### config.mk
export PLATFORM = sky130hd
export DESIGN_NAME = psop_top
export DESIGN_NICKNAME = d
export VERILOG_FILES = /design/src/hdl/psop_fifo.v /design/src/hdl/psop_correct.v /design/src/hdl/psop_top.v
export VERILOG_INCLUDE_DIRS = /design/src /design/src/hdl
export SDC_FILE = /design/constraint.sdc
export NUM_CORES = 1
export LEC_CHECK = 0
export ABC_AREA = 1
export BUFFER_PORTS_ARGS = -buffer_cell sky130_fd_sc_hd__buf_2
export CAP_MARGIN = 5
export CORE_ASPECT_RATIO = 1.4
export CORE_MARGIN = 1.5
export CORE_UTILIZATION = 40
export DETAILED_ROUTE_END_ITERATION = 16
export SKIP_LAST_GASP = 1
export SLEW_MARGIN = 20
export SYNTH_ARGS = -nofsm -noshare
export SYNTH_HDL_FRONTEND = slang
export SYNTH_SLANG_ARGS = --single-unit
### constraint.sdc
create_clock -name ref_clk -period 2.2 [get_ports ref_clk]
set_input_delay 0.11 -clock ref_clk [delete_from_list [all_inputs] [get_ports ref_clk]]
set_output_delay 0.11 -clock ref_clk [all_outputs]
set_load 0.02 [all_outputs]
### src/hdl/psop_consts.vh
/*
  constants for the pipelined sample output port: widths, stage count,
  latency and code points.
  assumes inclusion by bare name from design files.
*/
`ifndef PSOP_CONSTS_VH
`define PSOP_CONSTS_VH

`define PSOP_DATA_W        10
`define PSOP_STAGES        9
`define PSOP_STAGE_BITS    2
`define PSOP_LATENCY       5
`define PSOP_FIFO_DEPTH    4
`define PSOP_CODE_ZERO     10'h000
`define PSOP_CODE_MID      10'h200
`define PSOP_CODE_3Q       10'h380
`define PSOP_CODE_FULL     10'h3FF
`define PSOP_PH_SAMPLE     2'h1
`define PSOP_PH_HOLD       2'h2

`endif

### src/hdl/psop_fifo.v
/*
  small flip-flop fifo with valid/ready on both sides.
  assumes one clock and asynchronous active-low reset.
*/
`timescale 1ns/10ps
module psop_fifo #(
  parameter WIDTH = 10,
  parameter DEPTH = 4,
  parameter AW    = 2
) (
  input  wire             ref_clk,
  input  wire             arst_n,
  input  wire [WIDTH-1:0] in_data,
  input  wire             in_valid,
  output wire             in_ready,
  output wire [WIDTH-1:0] out_data,
  output wire             out_valid,
  input  wire             out_ready
);
  reg [WIDTH-1:0] mem [0:DEPTH-1];
  reg [AW-1:0]    wr_ptr;
  reg [AW-1:0]    rd_ptr;
  reg [AW:0]      count;
  wire            push;
  wire            pop;
  integer         i;

  assign in_ready  = (count != DEPTH[AW:0]);
  assign out_valid = (count != {(AW+1){1'b0}});
  assign out_data  = mem[rd_ptr];
  assign push      = in_valid & in_ready;
  assign pop       = out_valid & out_ready;

  always @(posedge ref_clk or negedge arst_n) begin
    if (!arst_n) begin
      wr_ptr <= {AW{1'b0}};
      rd_ptr <= {AW{1'b0}};
      count  <= {(AW+1){1'b0}};
      for (i = 0; i < DEPTH; i = i + 1) begin
        mem[i] <= {WIDTH{1'b0}};
      end
    end else begin
      if (push) begin
        mem[wr_ptr] <= in_data;
        wr_ptr      <= (wr_ptr == DEPTH[AW-1:0] - 1'b1) ? {AW{1'b0}} : wr_ptr + 1'b1;
      end
      if (pop) begin
        rd_ptr <= (rd_ptr == DEPTH[AW-1:0] - 1'b1) ? {AW{1'b0}} : rd_ptr + 1'b1;
      end
      if (push && !pop) begin
        count <= count + 1'b1;
      end else if (pop && !push) begin
        count <= count - 1'b1;
      end
    end
  end
endmodule

### src/hdl/psop_correct.v
/*
  digital error correction: sums aligned overlapping two-bit stage codes.
  assumes stage codes already time aligned and held for one cycle.
*/
`timescale 1ns/10ps
`include "psop_consts.vh"
module psop_correct #(
  parameter STAGES = 9,
  parameter DATA_W = 10
) (
  input  wire [2*STAGES-1:0] stage_codes,
  output wire [DATA_W-1:0]   corrected
);
  wire [DATA_W+1:0] partial [0:STAGES];

  assign partial[0] = {(DATA_W+2){1'b0}};
  genvar g;
  generate
    for (g = 0; g < STAGES; g = g + 1) begin : g_sum
      // stage g weight 2^(STAGES-1-g), one redundant bit overlaps next
      assign partial[g+1] = partial[g] +
        ({{DATA_W{1'b0}}, stage_codes[2*g+1:2*g]} << (STAGES-1-g));
    end
  endgenerate

  // clamp overflow from redundancy
  assign corrected = (partial[STAGES] > {2'b00, `PSOP_CODE_FULL}) ?
                     `PSOP_CODE_FULL : partial[STAGES][DATA_W-1:0];
endmodule

### src/hdl/psop_top.v
/*
  pipelined sample output port: nine-stage two-bit pipeline, alignment,
  correction, five-cycle latency output with active-low output enable.
  assumes ref_clk is the convert clock, stage codes arrive per stage each
  edge from the analog quantizers, and capture logic consumes each word.
*/
`timescale 1ns/10ps
`include "psop_consts.vh"
module psop_top #(
  parameter DATA_W  = `PSOP_DATA_W,
  parameter STAGES  = `PSOP_STAGES,
  parameter LATENCY = `PSOP_LATENCY,
  parameter DEPTH   = `PSOP_FIFO_DEPTH
) (
  input  wire                ref_clk,
  input  wire                arst_n,
  input  wire [2*STAGES-1:0] stage_codes,
  input  wire                out_en_n,
  input  wire                cap_ready,
  output reg  [DATA_W-1:0]   data_out,
  output reg  [DATA_W-1:0]   data_oe,
  output reg                 data_valid,
  output reg  [1:0]          phase,
  output reg                 in_stall
);
  // startup states, one-hot
  localparam [2:0] ST_IDLE  = 3'b001;
  localparam [2:0] ST_FLUSH = 3'b010;
  localparam [2:0] ST_RUN   = 3'b100;

  wire [2*STAGES-1:0] aligned;
  wire [DATA_W-1:0]   offset_binary_coding;
  reg  [DATA_W-1:0]   corr_q;
  reg                 corr_v;
  reg  [DATA_W-1:0]   lat_q [0:LATENCY-3];
  reg  [LATENCY-3:0]  lat_v;
  reg  [2:0]          start_st;
  reg  [2:0]          next_start_st;
  reg  [3:0]          fill;
  wire                fifo_in_ready;
  wire [DATA_W-1:0]   fifo_data;
  wire                fifo_valid;
  integer             k;

  // nine stages, each code taken on its own edge
  genvar g;
  generate
    for (g = 0; g < STAGES; g = g + 1) begin : g_align
      if (g == STAGES-1) begin : g_last
        // last stage already in step with its sample
        assign aligned[2*g+1:2*g] = stage_codes[2*g+1:2*g];
      end else begin : g_dly
        // own delay line of STAGES-1-g taps
        reg [1:0] tap [0:STAGES-2-g];
        integer   t;
        always @(posedge ref_clk or negedge arst_n) begin
          if (!arst_n) begin
            for (t = 0; t < STAGES-1-g; t = t + 1) begin
              tap[t] <= 2'h0;
            end
          end else begin
            tap[0] <= stage_codes[2*g+1:2*g];
            for (t = 1; t < STAGES-1-g; t = t + 1) begin
              tap[t] <= tap[t-1];
            end
          end
        end
        assign aligned[2*g+1:2*g] = tap[STAGES-2-g];
      end
    end
  endgenerate

  // startup: words stay unmarked until every delay line holds real codes
  always @* begin
    next_start_st = start_st;
    case (start_st)
      ST_IDLE: begin
        next_start_st = ST_FLUSH;
      end
      ST_FLUSH: begin
        if (fill == STAGES[3:0] - 4'h2) begin
          next_start_st = ST_RUN;
        end
      end
      ST_RUN: begin
        next_start_st = ST_RUN;
      end
      default: begin
        next_start_st = ST_IDLE;
      end
    endcase
  end

  // startup state and edge count since reset release, held once in run
  always @(posedge ref_clk or negedge arst_n) begin
    if (!arst_n) begin
      start_st <= ST_IDLE;
      fill     <= 4'h0;
    end else begin
      start_st <= next_start_st;
      if (start_st != ST_RUN) begin
        fill <= fill + 4'h1;
      end
    end
  end

  // redundant-bit correction to offset binary
  psop_correct #(
    .STAGES (STAGES),
    .DATA_W (DATA_W)
  ) u_correct (
    .stage_codes (aligned),
    .corrected   (offset_binary_coding)
  );

  // correction register on the edge that takes the last stage
  always @(posedge ref_clk or negedge arst_n) begin
    if (!arst_n) begin
      corr_q <= `PSOP_CODE_MID;
      corr_v <= 1'b0;
    end else begin
      corr_q <= offset_binary_coding;
      corr_v <= (start_st == ST_RUN);
    end
  end

  // latency taps: corr_q, three taps, fifo write, output register
  always @(posedge ref_clk or negedge arst_n) begin
    if (!arst_n) begin
      for (k = 0; k < LATENCY-2; k = k + 1) begin
        lat_q[k] <= `PSOP_CODE_ZERO;
      end
      lat_v <= {(LATENCY-2){1'b0}};
    end else begin
      lat_q[0] <= corr_q;
      lat_v[0] <= corr_v;
      for (k = 1; k < LATENCY-2; k = k + 1) begin
        lat_q[k] <= lat_q[k-1];
        lat_v[k] <= lat_v[k-1];
      end
    end
  end

  // fifo in the data path; fill side stall is exported
  psop_fifo #(
    .WIDTH (DATA_W),
    .DEPTH (DEPTH),
    .AW    (2)
  ) u_fifo (
    .ref_clk   (ref_clk),
    .arst_n    (arst_n),
    .in_data   (lat_q[LATENCY-3]),
    .in_valid  (lat_v[LATENCY-3]),
    .in_ready  (fifo_in_ready),
    .out_data  (fifo_data),
    .out_valid (fifo_valid),
    .out_ready (cap_ready)
  );

  // output word, five edges after the last stage edge
  always @(posedge ref_clk or negedge arst_n) begin
    if (!arst_n) begin
      data_out <= `PSOP_CODE_ZERO;
    end else if (fifo_valid && cap_ready) begin
      data_out <= fifo_data;
    end
  end

  // one pulse per word handed over
  always @(posedge ref_clk or negedge arst_n) begin
    if (!arst_n) begin
      data_valid <= 1'b0;
    end else begin
      data_valid <= fifo_valid & cap_ready;
    end
  end

  // release on high, drive on low
  always @(posedge ref_clk or negedge arst_n) begin
    if (!arst_n) begin
      data_oe <= {DATA_W{1'b0}};
    end else begin
      data_oe <= out_en_n ? {DATA_W{1'b0}} : {DATA_W{1'b1}};
    end
  end

  // fifo full; new words are dropped while it stands
  always @(posedge ref_clk or negedge arst_n) begin
    if (!arst_n) begin
      in_stall <= 1'b0;
    end else begin
      in_stall <= ~fifo_in_ready;
    end
  end

  // two non-overlapping phases, sample then hold
  always @(posedge ref_clk or negedge arst_n) begin
    if (!arst_n) begin
      phase <= 2'h0;
    end else begin
      case (phase)
        2'h0: begin
          phase <= `PSOP_PH_SAMPLE;
        end
        `PSOP_PH_SAMPLE: begin
          phase <= `PSOP_PH_HOLD;
        end
        `PSOP_PH_HOLD: begin
          phase <= `PSOP_PH_SAMPLE;
        end
        default: begin
          phase <= 2'h0;
        end
      endcase
    end
  end
endmodule

==> reports/qor.log, run 1 <==
qor: outcome.run_status complete, but fails checks
qor: outcome.violations_in_the_final_reports DRC
qor: yosys.post_synth_num_cell_types 35
qor: clocking.clock-sinks 185
qor: routing.first_pass_iters 13
qor: power_and_ir_drop.p_switching 0.00321 W
qor: grt.first_pass_grt_wire_length 18300 um
qor: setup_path.r2r_cells 8
qor: timing.grt_setup_unrepaired no
qor: placed_design.buffer_ports.inserted 45
qor: worst_hold_path.timing.hold.worst_path_depth 4
qor: clocking.worstSkewPairLatency 0.43 ns
qor: power_and_ir_drop.leakagePower 3.74 nW
qor: setup_path.worst_setup_path_start_kind flip-flop
qor: clocking.clockBufferDepth 2
qor: timing.drv_slew 0
qor: floorplan.pin_count 46
qor: grt.grt_remaining_overflow 0
qor: grt.grt_max_degree 78
qor: worst_hold_path.hold_start stage_codes[17]
qor: timing.maximum_clock_rate 0.509 GHz
qor: timing.layout_worst_path_cycle_share 0.894
qor: yosys.synth-async-reset-ratio 1.00
qor: clocking.tritoncts done
qor: layout.fin_nets 647
qor: yosys.yosysTopAreaCell dfrtp_1
qor: timing.timing.setup.tns 0 ns
qor: timing.min_period 1.97 ns
qor: layout.synthToLayoutAreaGrowth 16.9%
qor: timing.timing_worst_slew_pin_value 0.623 ns
qor: yosys.syn-num-nets 585
qor: setup_path.path_common_cell inv_1
qor: floorplan.die_footprint 17600 um2
qor: power_and_ir_drop.pwr_cell_area 1300 nW/um2
qor: clocking.cts_htree_levels 4
qor: setup_path.critical_path.max_fanout 4
qor: power_and_ir_drop.combPwrFrac 0.248
qor: routing.routedLengthMet1 4400 um
qor: yosys.register_bit_total_from_synthesis 185
qor: grt.grt_pass1_vias 3950
qor: floorplan.num_rows 55
qor: yosys.number_of_warning_messages_in_the_yosys_log 0
qor: worst_hold_path.min-delay-path-class primary input to flip-flop
qor: layout.final_core_utilization 0.481
qor: floorplan.die-width 112 um
qor: clocking.clkSlewWorstSetupHoldPaths 0.06 ns
qor: routing.drt_drc_violations_left 2
qor: timing.setup_violations 0
qor: power_and_ir_drop.power_report.internal_total 0.00700 W
qor: setup_path.cp.required 2.49 ns
qor: setup_path.crit_path_end_kind flip-flop
qor: power_and_ir_drop.share_seq_of_total_power 0.443
qor: worst_hold_path.whs_endpoint corr_q[1]
qor: yosys.yosys-top-cells-area dfrtp_1, nand2_1, o21ai_2
qor: routing.drt-initial-drc-count 213
qor: placed_design.post-dp-hpwl 6760 um
qor: routing.met2_wirelength 5570 um
qor: routing.ant_nets 0
qor: routing.vias 3869
qor: layout.filler_cell_count 1413
qor: floorplan.die_h 156 um
qor: layout.drive_gt1_frac 0.200
qor: yosys.post_synth.cell_area_avg 12.3 um2
qor: placed_design.gpl.final_weighted_congestion 0.794
qor: setup_path.crit-reg2reg-launch u_fifo.count[0]
qor: yosys.mappedNetlistArea 6710 um2
qor: routing.detailroute.wirelength.met3 363 um
qor: flow_run.drv.max_cap_violation_count 0
qor: setup_path.rrSetupSlack 0.23 ns
qor: clocking.cts_made_buffers 17
qor: grt.gr-usage-all-layers 0.134
qor: timing.hold_viol_final 0
qor: setup_path.critical_path_cell_list o31a_1 -> inv_1 -> ha_1 -> inv_1 -> fa_1 -> a21oi_1 -> o21ai_0 -> xor2_1
qor: timing.slew-limit-headroom 0.584
qor: power_and_ir_drop.power.clock.fraction 0.308
qor: yosys.syn-instance-count 545
qor: layout.multi_input_area 1690 um2
qor: routing.totalWireLength 10600 um
qor: setup_path.timing_worst_setup_path_type flip-flop to flip-flop
qor: yosys.synth_top_area_share 0.683
qor: clocking.root_buffer clkbuf_16
qor: yosys.portion_of_the_post_synthesis_area_used_by_sequential_elements 0.691
qor: power_and_ir_drop.power.share.switching 0.315
qor: grt.antenna_found_initial 0
qor: yosys.synth_edf_count 0
qor: power_and_ir_drop.ir_drop 677 uV
qor: layout.regArea 4630 um2
qor: layout.n_antenna_cell 0
qor: floorplan.start_util 0.411
qor: routing.drt-wirelength-per-cell 12.9 um
qor: setup_path.critical-path-max-stage-delay 0.46 ns
qor: timing.fin_skew 0.0151 ns
qor: clocking.post_cts.resized_instances 0
qor: setup_path.cp-startpoint u_fifo.count[0]
qor: setup_path.reg2reg_to u_fifo.count[2]
qor: setup_path.timing.critical_path.arrival 2.26 ns
qor: setup_path.cp_slowest_cell dfrtp_1
qor: floorplan.core_area 16300 um2
qor: yosys.ys_dominant_reg_cell dfrtp_1
qor: routing.routed_via_density 4.72
qor: routing.dr.max_layer_used met4
cell usage after synthesis (all sizes together) (3+ instances only):
cell type and n:
nor3 3, dfrtp 183, inv 43, nand2 92, clkbuf 4, xnor2 5, o21ai 65, nor2 60
a31oi 10, buf 22, nand4 13, nand3 12, ha 16, a21oi 3, xor2 3
cells in the final DEF (no fill, tap or decap), types with 4 or more instances in the layout:
master         netlist  routed
a31oi_1             10      10
buf_2                2      44
clkbuf_16            0      17
clkbuf_8             0       4
dfrtp_1            183     183
dlygate4sd3_1        0      19
ha_1                16      16
inv_1               43      43
nand2_1             87      87
nand2_2              4       4
nand3_1              8       8
nand4_1             12      12
nor2_1              58      58
o21ai_0             23      23
o21ai_1             17      17
o21ai_2             25      25
xnor2_1              5       5
what timing repair did:
| action | in CTS | in global routing |
|---|---|---|
| buffers inserted | 0 | 0 |
| setup endpoints to repair | 0 | 0 |
| hold buffers | 19 | 0 |
| endpoints found under the hold margin | 91 | 0 |
how the worst max path moves through the flow:
| stage | endpoint | cells after the start | slack [ns] |
|---|---|---|---|
| after global placement | u_fifo.count[2] | 8 | 0.30 |
| after global routing | u_fifo.count[2] | 8 | 0.10 |
| final | u_fifo.count[2] | 8 | 0.23 |
| after detailed placement | u_fifo.count[2] | 8 | 0.22 |
| after CTS | u_fifo.count[2] | 8 | 0.22 |
| after floorplan | u_fifo.count[2] | 10 | 0.12 |
power by group through the flow:
stage / clock network, W / registers (W) / logic (W)
finish: 0.00315 / 0.00453 / 0.00254
global route: 0.00338 / 0.00462 / 0.00288
CTS: 0.00326 / 0.00454 / 0.00258
detailed placement: 0 / 0.00460 / 0.00254
global placement: 0 / 0.00455 / 0.00244
floorplan: 0 / 0.00465 / 0.00195
layout make-up:
cell class,count,share of cell area
inverters,43,0.0206
clock inverters,9,0.0177
clock buffers,23,0.0622
multi-input cells,291,0.216
flip-flops and latches,185,0.591
repair buffers,69,0.0617
well taps,199,0.0317
metal layers:
layer | track usage | up-vias
met4 | 0.0633 | 0
met3 | 0.0391 | 14
met1 | 0.146 | 1916
met5 | 0 | -
met2 | 0.239 | 68
li1 | - | 1871
critical path: cells and delay by family, from the launching register on:
kind | cells | cell delay [ns]
XOR/XNOR | 1 | 0.16
buffers and inverters | 2 | 0.13
AO/OA/AOI/OAI | 3 | 0.58
adder cells (fa/ha/maj) | 2 | 0.52
flip-flops | 1 | 0.46
through the flow:
stage / instance area (um2) / std cells / total power (W) / hold slack [ns] / setup slack [ns]
4_1_cts: 7840 / 819 / 0.0104 / 0.0383 / 0.217
2_1_floorplan: 6710 / 545 / 0.00660 / -0.186 / 0.117
5_1_grt: 7840 / 819 / 0.0109 / 0.0602 / 0.101
3_5_place_dp: 7030 / 768 / 0.00713 / 0.0275 / 0.219
6_report: 7840 / 819 / 0.0102 / 0.0543 / 0.234
3_3_place_gp: 7030 / 768 / 0.00699 / 0.0284 / 0.295
cells by family (layout without fill, tap and decap cells):
| logic type | count (synthesis) | in the layout | share of synthesized area |
|---|---|---|---|
| AO/OA/AOI/OAI | 80 | 80 | 0.0765 |
| AND/OR/NAND/NOR | 184 | 184 | 0.128 |
| buffers and inverters | 69 | 144 | 0.0575 |
| multiplexers | 1 | 1 | 0.00168 |
| XOR/XNOR | 8 | 8 | 0.0104 |
| flip-flops | 185 | 185 | 0.691 |
| adder cells (fa/ha/maj) | 18 | 18 | 0.0358 |
registers in the layout, indices dropped and copies added, names as in the netlist, 3 cells and up:
signal / flops
g_align.g_dly.tap: 58
u_fifo.mem: 40
lat_q: 30
aligned: 14
corr_q: 10
data_out: 10
fill: 4
lat_v: 3
start_st: 3
u_fifo.count: 3
Power figures use the tool's default switching activity.
==> run 2: changes to the inputs <==
--- a/config.mk
+++ b/config.mk
@@ -15,2 +15,3 @@
 export DETAILED_ROUTE_END_ITERATION = 16
+export REMOVE_ABC_BUFFERS = 1
 export SKIP_LAST_GASP = 1
==> constraint.sdc (replaced) <==
create_clock -name ref_clk -period 2.2 [get_ports ref_clk]
set_input_delay 0.33 -clock ref_clk [delete_from_list [all_inputs] [get_ports ref_clk]]
set_output_delay 0.33 -clock ref_clk [all_outputs]
set_load 0.02 [all_outputs]
==> reports/qor.log, run 2 (synthesis gave the netlist of run 1 again) <==
qor: setup_path.critical_path.max_fanout 4 [unchanged]
qor: layout.synthToLayoutAreaGrowth 16.8%
qor: setup_path.cp_slowest_cell dfrtp_1
qor: routing.first_pass_iters 6 [-7]
qor: grt.grt_remaining_overflow 0 [unchanged]
qor: power_and_ir_drop.leakagePower 3.75 nW [+0.28%]
qor: timing.slew-limit-headroom 0.577 [-0.00731]
qor: grt.grt_max_degree 58 [-26%]
qor: floorplan.die_h 156 um [unchanged]
qor: clocking.clock-sinks 185 [unchanged]
qor: setup_path.timing.critical_path.arrival 2.35 ns [+0.09 ns]
qor: layout.final_cell_mix dfrtp_1, nand2_1, nor2_1
qor: floorplan.pin_count 46 [unchanged]
qor: routing.ant_nets 0 [unchanged]
qor: clocking.clkSlewWorstSetupHoldPaths 0.06 ns [about the same]
qor: timing.setup_violations 0 [unchanged]
qor: timing.hold_viol_final 0 [unchanged]
qor: layout.fin_nets 645 [-0.31%]
qor: timing.layout_worst_path_cycle_share 0.938 [+0.0446]
qor: grt.antenna_found_initial 0 [unchanged]
qor: power_and_ir_drop.pwr_cell_area 1300 nW/um2 [-0.26%]
qor: layout.top_register g_align.g_dly.tap
qor: layout.largest_register_ff_count 58 [unchanged]
qor: flow_run.drv.max_cap_violation_count 0 [unchanged]
qor: placed_design.pre_cts_slack 0.136 ns [-0.0824 ns]
qor: layout.drive_gt1_frac 0.201 [+0.00130]
qor: clocking.worstSkewPairLatency 0.42 ns [about the same]
qor: placed_design.buffer_ports.inserted 45 [unchanged]
qor: timing.fin_skew 0.00677 ns [-0.00834 ns]
qor: routing.routed_via_density 4.71 [-0.39%]
qor: grt.gr-usage-all-layers 0.131 [-0.00263]
qor: setup_path.rrSetupSlack 0.14 ns [-0.10 ns]
qor: layout.final_core_utilization 0.480 [-0.000767]
qor: timing.drv_slew 0 [unchanged]
qor: clocking.cts_made_buffers 17 [unchanged]
qor: setup_path.worst_setup_path_start_kind flip-flop
qor: floorplan.core_area 16300 um2 [unchanged]
qor: setup_path.timing_worst_setup_path_type flip-flop to flip-flop
qor: layout.n_antenna_cell 0 [unchanged]
qor: setup_path.critical_path_cell_list o31a_1 -> inv_1 -> ha_1 -> inv_1 -> fa_1 -> a21oi_1 -> o21ai_0 -> xor2_1
qor: grt.grt_pass1_vias 4031 [+2.1%]
qor: floorplan.start_util 0.411 [unchanged]
qor: timing.finalWorstSetupSlack 0.136 ns [-0.0981 ns]
qor: power_and_ir_drop.ir_drop 676 uV [-0.13%]
qor: routing.drt-wirelength-per-cell 12.6 um [-2.2%]
qor: timing.grt_setup_unrepaired no
qor: setup_path.timing.critical_path.buf_inv 2 [unchanged]
qor: clocking.tritoncts done
qor: grt.first_pass_grt_wire_length 18100 um [-0.76%]
qor: floorplan.die_footprint 17600 um2 [unchanged]
qor: routing.vias 3835 [-0.88%]
qor: routing.drt_drc_violations_left 0 [-2]
qor: clocking.post_cts.resized_instances 0 [unchanged]
qor: placed_design.gpl.final_weighted_congestion 0.829 [+4.4%]
qor: routing.totalWireLength 10300 um [-2.7%]
qor: timing.maximum_clock_rate 0.484 GHz [-4.8%]
qor: worst_hold_path.min-delay-path-class primary input to flip-flop
qor: clocking.cts_htree_levels 4 [unchanged]
qor: setup_path.category_of_cells_accounting_for_the_largest_share_of_critical_path_delay compound AO/OA/AOI/OAI gates
qor: setup_path.crit_path_end_kind flip-flop
qor: outcome.run_status finished clean
qor: timing.timing_worst_slew_pin_value 0.634 ns [+0.0110 ns]
qor: floorplan.die-width 112 um [unchanged]
qor: floorplan.num_rows 55 [unchanged]
qor: layout.top_regs g_align.g_dly.tap (58), u_fifo.mem (40), lat_q (30)
qor: timing.min_period 2.06 ns [+0.0981 ns]
qor: routing.drt-initial-drc-count 212 [-0.47%]
qor: setup_path.cp.required 2.49 ns [about the same]
qor: clocking.post-cts-setup-buffer-count 0 [unchanged]
qor: placed_design.post-dp-hpwl 6600 um [-2.3%]
qor: clocking.clockBufferDepth 2 [unchanged]
qor: setup_path.critical-path-max-stage-delay 0.45 ns [about the same]
qor: clocking.root_buffer clkbuf_16
qor: layout.most_common_library_cell_in_the_layout_ignoring_fill_and_taps dfrtp_1
qor: setup_path.path_common_cell inv_1
[run 2: report_power, final]
group	leakage (nW)	switching (W)	internal, W
logic	1.30	0.00157	0.000899
registers	2.14	0.000392	0.00417
clock network	0.311	0.00118	0.00195
total	3.75	0.00314	0.00703
[run 2: final timing paths]
kind                       depth (start not counted)         endpoint            start
setup / recovery                                   8  u_fifo.count[2]  u_fifo.count[1]
hold / removal                                     2       data_oe[8]         out_en_n
setup reg to reg                                   8  u_fifo.count[2]  u_fifo.count[1]
hold reg to reg                                    0         lat_q[9]        lat_q[19]
max in group asynchronous                          3        corr_q[9]           arst_n
min in group asynchronous                          2       data_valid           arst_n
[run 2: per-stage QoR]
step | total power [W] | hold slack (ns) | area [um2] | cells | setup TNS, ns
after global placement | 0.00697 | 0.283 | 7040 | 768 | 0
after floorplan | 0.00633 | 0.0344 | 6480 | 519 | -0.0134
after CTS | 0.0103 | 0.0274 | 7830 | 815 | 0
after global routing | 0.0108 | 0.0312 | 7830 | 815 | 0
after detailed placement | 0.00711 | 0.286 | 7040 | 768 | 0
final | 0.0102 | 0.0474 | 7830 | 815 | 0
[run 2: timing repair]
item | in CTS | in global routing
endpoints found under the hold margin | 56 | 0
hold buffers | 17 | 0
endpoints found under the setup margin | 0 | 0
[run 2: routing by layer]
metal	vias up	global-route usage	part of all wire
met4	0	0.0573	0.016
met5	-	0	0
met1	1881	0.141	0.42
li1	1863	-	-
met2	75	0.236	0.53
met3	16	0.0430	0.033
[run 2: final cells by class]
class                      instances  area, um2
sequential                       185       4630
tap                              199        249
multi-input combinational        291       1690
inverter                          43        161
fill                            1424       8480
clock buffer                      23        508
timing repair buffer              67        477
clock inverter                     7        114
==> run 3: changes to the inputs <==
BUFFER_PORTS_ARGS = -buffer_cell sky130_fd_sc_hd__buf_4   (was -buffer_cell sky130_fd_sc_hd__buf_2)
==> reports/qor.log, run 3 (synthesis gave the netlist of run 1 again) <==
qor: outcome.run_status complete, but fails checks
qor: outcome.violations_in_the_final_reports DRC
qor: timing.min_period 2.08 ns [+0.0148 ns]
qor: routing.detailroute.wirelength.met3 319 um [-6.2%]
qor: floorplan.num_rows 55 [unchanged]
qor: floorplan.pin_count 46 [unchanged]
qor: grt.grt_pass1_vias 3974 [-1.4%]
qor: timing.finalWorstSetupSlack 0.121 ns [-0.0148 ns]
qor: clocking.clockBufferDepth 2 [unchanged]
qor: clocking.tritoncts done
qor: setup_path.cp_slowest_cell dfrtp_2
qor: floorplan.core_area 16300 um2 [unchanged]
qor: setup_path.critical-path-max-stage-delay 0.44 ns [about the same]
qor: layout.design_area 7980 um2 [+1.9%]
qor: timing.grt_setup_unrepaired no
qor: routing.first_pass_iters 11 [+5]
qor: placed_design.post-dp-hpwl 6510 um [-1.3%]
qor: routing.ant_nets 0 [unchanged]
qor: timing.slew-limit-headroom 0.585 [+0.00775]
qor: clocking.clock-sinks 185 [unchanged]
qor: routing.drt-initial-drc-count 193 [-9.0%]
qor: power_and_ir_drop.combPwrFrac 0.244 [about the same]
qor: placed_design.placed_cell_area 7140 um2 [+1.5%]
qor: floorplan.die_footprint 17600 um2 [unchanged]
qor: setup_path.timing_worst_setup_path_type flip-flop to flip-flop
qor: layout.n_antenna_cell 0 [unchanged]
qor: clocking.cts_htree_levels 4 [unchanged]
qor: placed_design.gpl.final_weighted_congestion 0.808 [-2.6%]
qor: power_and_ir_drop.ir_drop 647 uV [-4.3%]
qor: floorplan.die-width 112 um [unchanged]
qor: layout.most_common_library_cell_in_the_layout_ignoring_fill_and_taps dfrtp_1
qor: power_and_ir_drop.share_seq_of_total_power 0.437 [-0.012]
qor: timing.maximum_clock_rate 0.481 GHz [-0.71%]
qor: clocking.clkSlewWorstSetupHoldPaths 0.06 ns [about the same]
qor: placed_design.pre_cts_slack 0.0996 ns [-0.0368 ns]
qor: setup_path.timing.critical_path.arrival 2.37 ns [+0.02 ns]
qor: clocking.post-cts-setup-buffer-count 0 [unchanged]
qor: timing.timing_worst_slew_pin_value 0.622 ns [-0.0116 ns]
qor: clocking.worstSkewPairLatency 0.42 ns [about the same]
qor: layout.top_regs g_align.g_dly.tap (58), u_fifo.mem (40), lat_q (30)
qor: layout.drive_gt1_frac 0.205 [+0.00387]
qor: grt.first_pass_grt_wire_length 18300 um [+0.65%]
qor: power_and_ir_drop.power_report.internal_total 0.00726 W [+3.3%]
qor: routing.vias 3847 [+0.31%]
qor: layout.final_core_utilization 0.489 [+0.00913]
qor: clocking.root_buffer clkbuf_16
qor: layout.final_cell_mix dfrtp_1, nand2_1, nor2_1
qor: grt.gr-usage-all-layers 0.133 [+0.00180]
qor: layout.fin_nets 646 [+0.16%]
qor: power_and_ir_drop.power.clock.fraction 0.319 [+0.011]
qor: floorplan.die_h 156 um [unchanged]
qor: floorplan.start_util 0.411 [unchanged]
qor: timing.hold_viol_final 0 [unchanged]
qor: layout.synthToLayoutAreaGrowth 19.0%
qor: setup_path.worst_setup_path_start_kind flip-flop
qor: clocking.cts_made_buffers 17 [unchanged]
qor: routing.dr.max_layer_used met4
qor: layout.top_register g_align.g_dly.tap
qor: setup_path.critical_path.max_fanout 4 [unchanged]
qor: flow_run.drv.max_cap_violation_count 0 [unchanged]
qor: power_and_ir_drop.totalPowerFinal 0.0105 W [+3.0%]
qor: routing.routed_via_density 4.70 [about the same]
qor: timing.drv_slew 0 [unchanged]
qor: power_and_ir_drop.leakagePower 3.80 nW [+1.3%]
qor: timing.setup_violations 0 [unchanged]
qor: power_and_ir_drop.pwr_cell_area 1310 nW/um2 [+1.0%]
qor: timing.timing.setup.tns 0 ns [unchanged]
qor: layout.largest_register_ff_count 58 [unchanged]
qor: power_and_ir_drop.p_switching 0.00321 W [+2.2%]
qor: placed_design.buffer_ports.inserted 45 [unchanged]
qor: grt.grt_remaining_overflow 0 [unchanged]
qor: routing.routedLengthMet1 4360 um [+1.6%]
qor: grt.grt_max_degree 61 [+5.2%]
qor: power_and_ir_drop.power.share.switching 0.307 [-0.00230]
qor: setup_path.critical_path_cell_list o31a_1 -> inv_1 -> ha_1 -> inv_1 -> fa_1 -> a21oi_1 -> o21ai_0 -> xor2_1
qor: timing.layout_worst_path_cycle_share 0.945 [+0.00674]
qor: routing.met2_wirelength 5330 um [-2.4%]
qor: worst_hold_path.min-delay-path-class primary input to flip-flop
qor: routing.drt-wirelength-per-cell 12.5 um [-0.42%]
qor: routing.totalWireLength 10300 um [about the same]
qor: setup_path.path_common_cell inv_1
qor: setup_path.cp.required 2.49 ns [about the same]
qor: timing.fin_skew 0.00604 ns [-0.000728 ns]
qor: setup_path.crit_path_end_kind flip-flop
qor: routing.drt_drc_violations_left 2 [+2]
qor: grt.antenna_found_initial 0 [unchanged]
[run 3: per-layer routing]
metal  up-vias  GRT usage
li1       1871          -
met5         -          0
met3        20     0.0349
met4         0     0.0687
met1      1898      0.150
met2        58      0.233
[run 3: through the flow]
stage               instances  hold slack [ns]
global route              818           0.0261
CTS                       818           0.0234
global placement          769            0.258
floorplan                 519           0.0344
detailed placement        769            0.262
finish                    818           0.0442
[run 3: final cells by class]
class                   instances  area [um2]
fillers                      1426        8330
flip-flops and latches        185        4630
multi-input cells             291        1690
repair buffers                 68         582
clock buffers                  22         474
well taps                     199         249
clock inverters                10         189
inverters                      43         161
[run 3: power by group through the flow]
stage | registers [W] | logic (W) | clock network (W)
final | 0.00458 | 0.00256 | 0.00334
after global routing | 0.00467 | 0.00291 | 0.00357
after CTS | 0.00458 | 0.00260 | 0.00343
after detailed placement | 0.00464 | 0.00257 | 0
after global placement | 0.00461 | 0.00245 | 0
after floorplan | 0.00471 | 0.00162 | 0
[run 3: worst paths after layout]
| check | start | endpoint | slack [ns] | cells after the start |
|---|---|---|---|---|
| worst min-delay path | out_en_n | data_oe[8] | 0.04 | 2 |
| worst min register to register | g_align[5].g_dly.tap[3] | aligned[11] | 0.35 | 0 |
| max in group asynchronous | arst_n | u_fifo.mem[33] | 1.16 | 3 |
| worst max-delay path | u_fifo.count[1] | u_fifo.count[2] | 0.12 | 8 |
| min in group asynchronous | arst_n | data_valid | 0.38 | 2 |
| worst max register to register | u_fifo.count[1] | u_fifo.count[2] | 0.12 | 8 |
[run 3: repair_timing]
item / CTS / global route
hold buffers: 17 / 0
resized for setup: 0 / 2
setup endpoints to repair: 0 / 1
endpoints found under the hold margin: 49 / 0
[run 3: critical path, delay by kind of cell (launching register included)]
family / cells / cell delay, ns
adders and majority gates: 2 / 0.53
DFF: 1 / 0.44
AOI/OAI and AO/OA: 3 / 0.66
buffers and inverters: 2 / 0.14
xor gates and xnor gates: 1 / 0.18
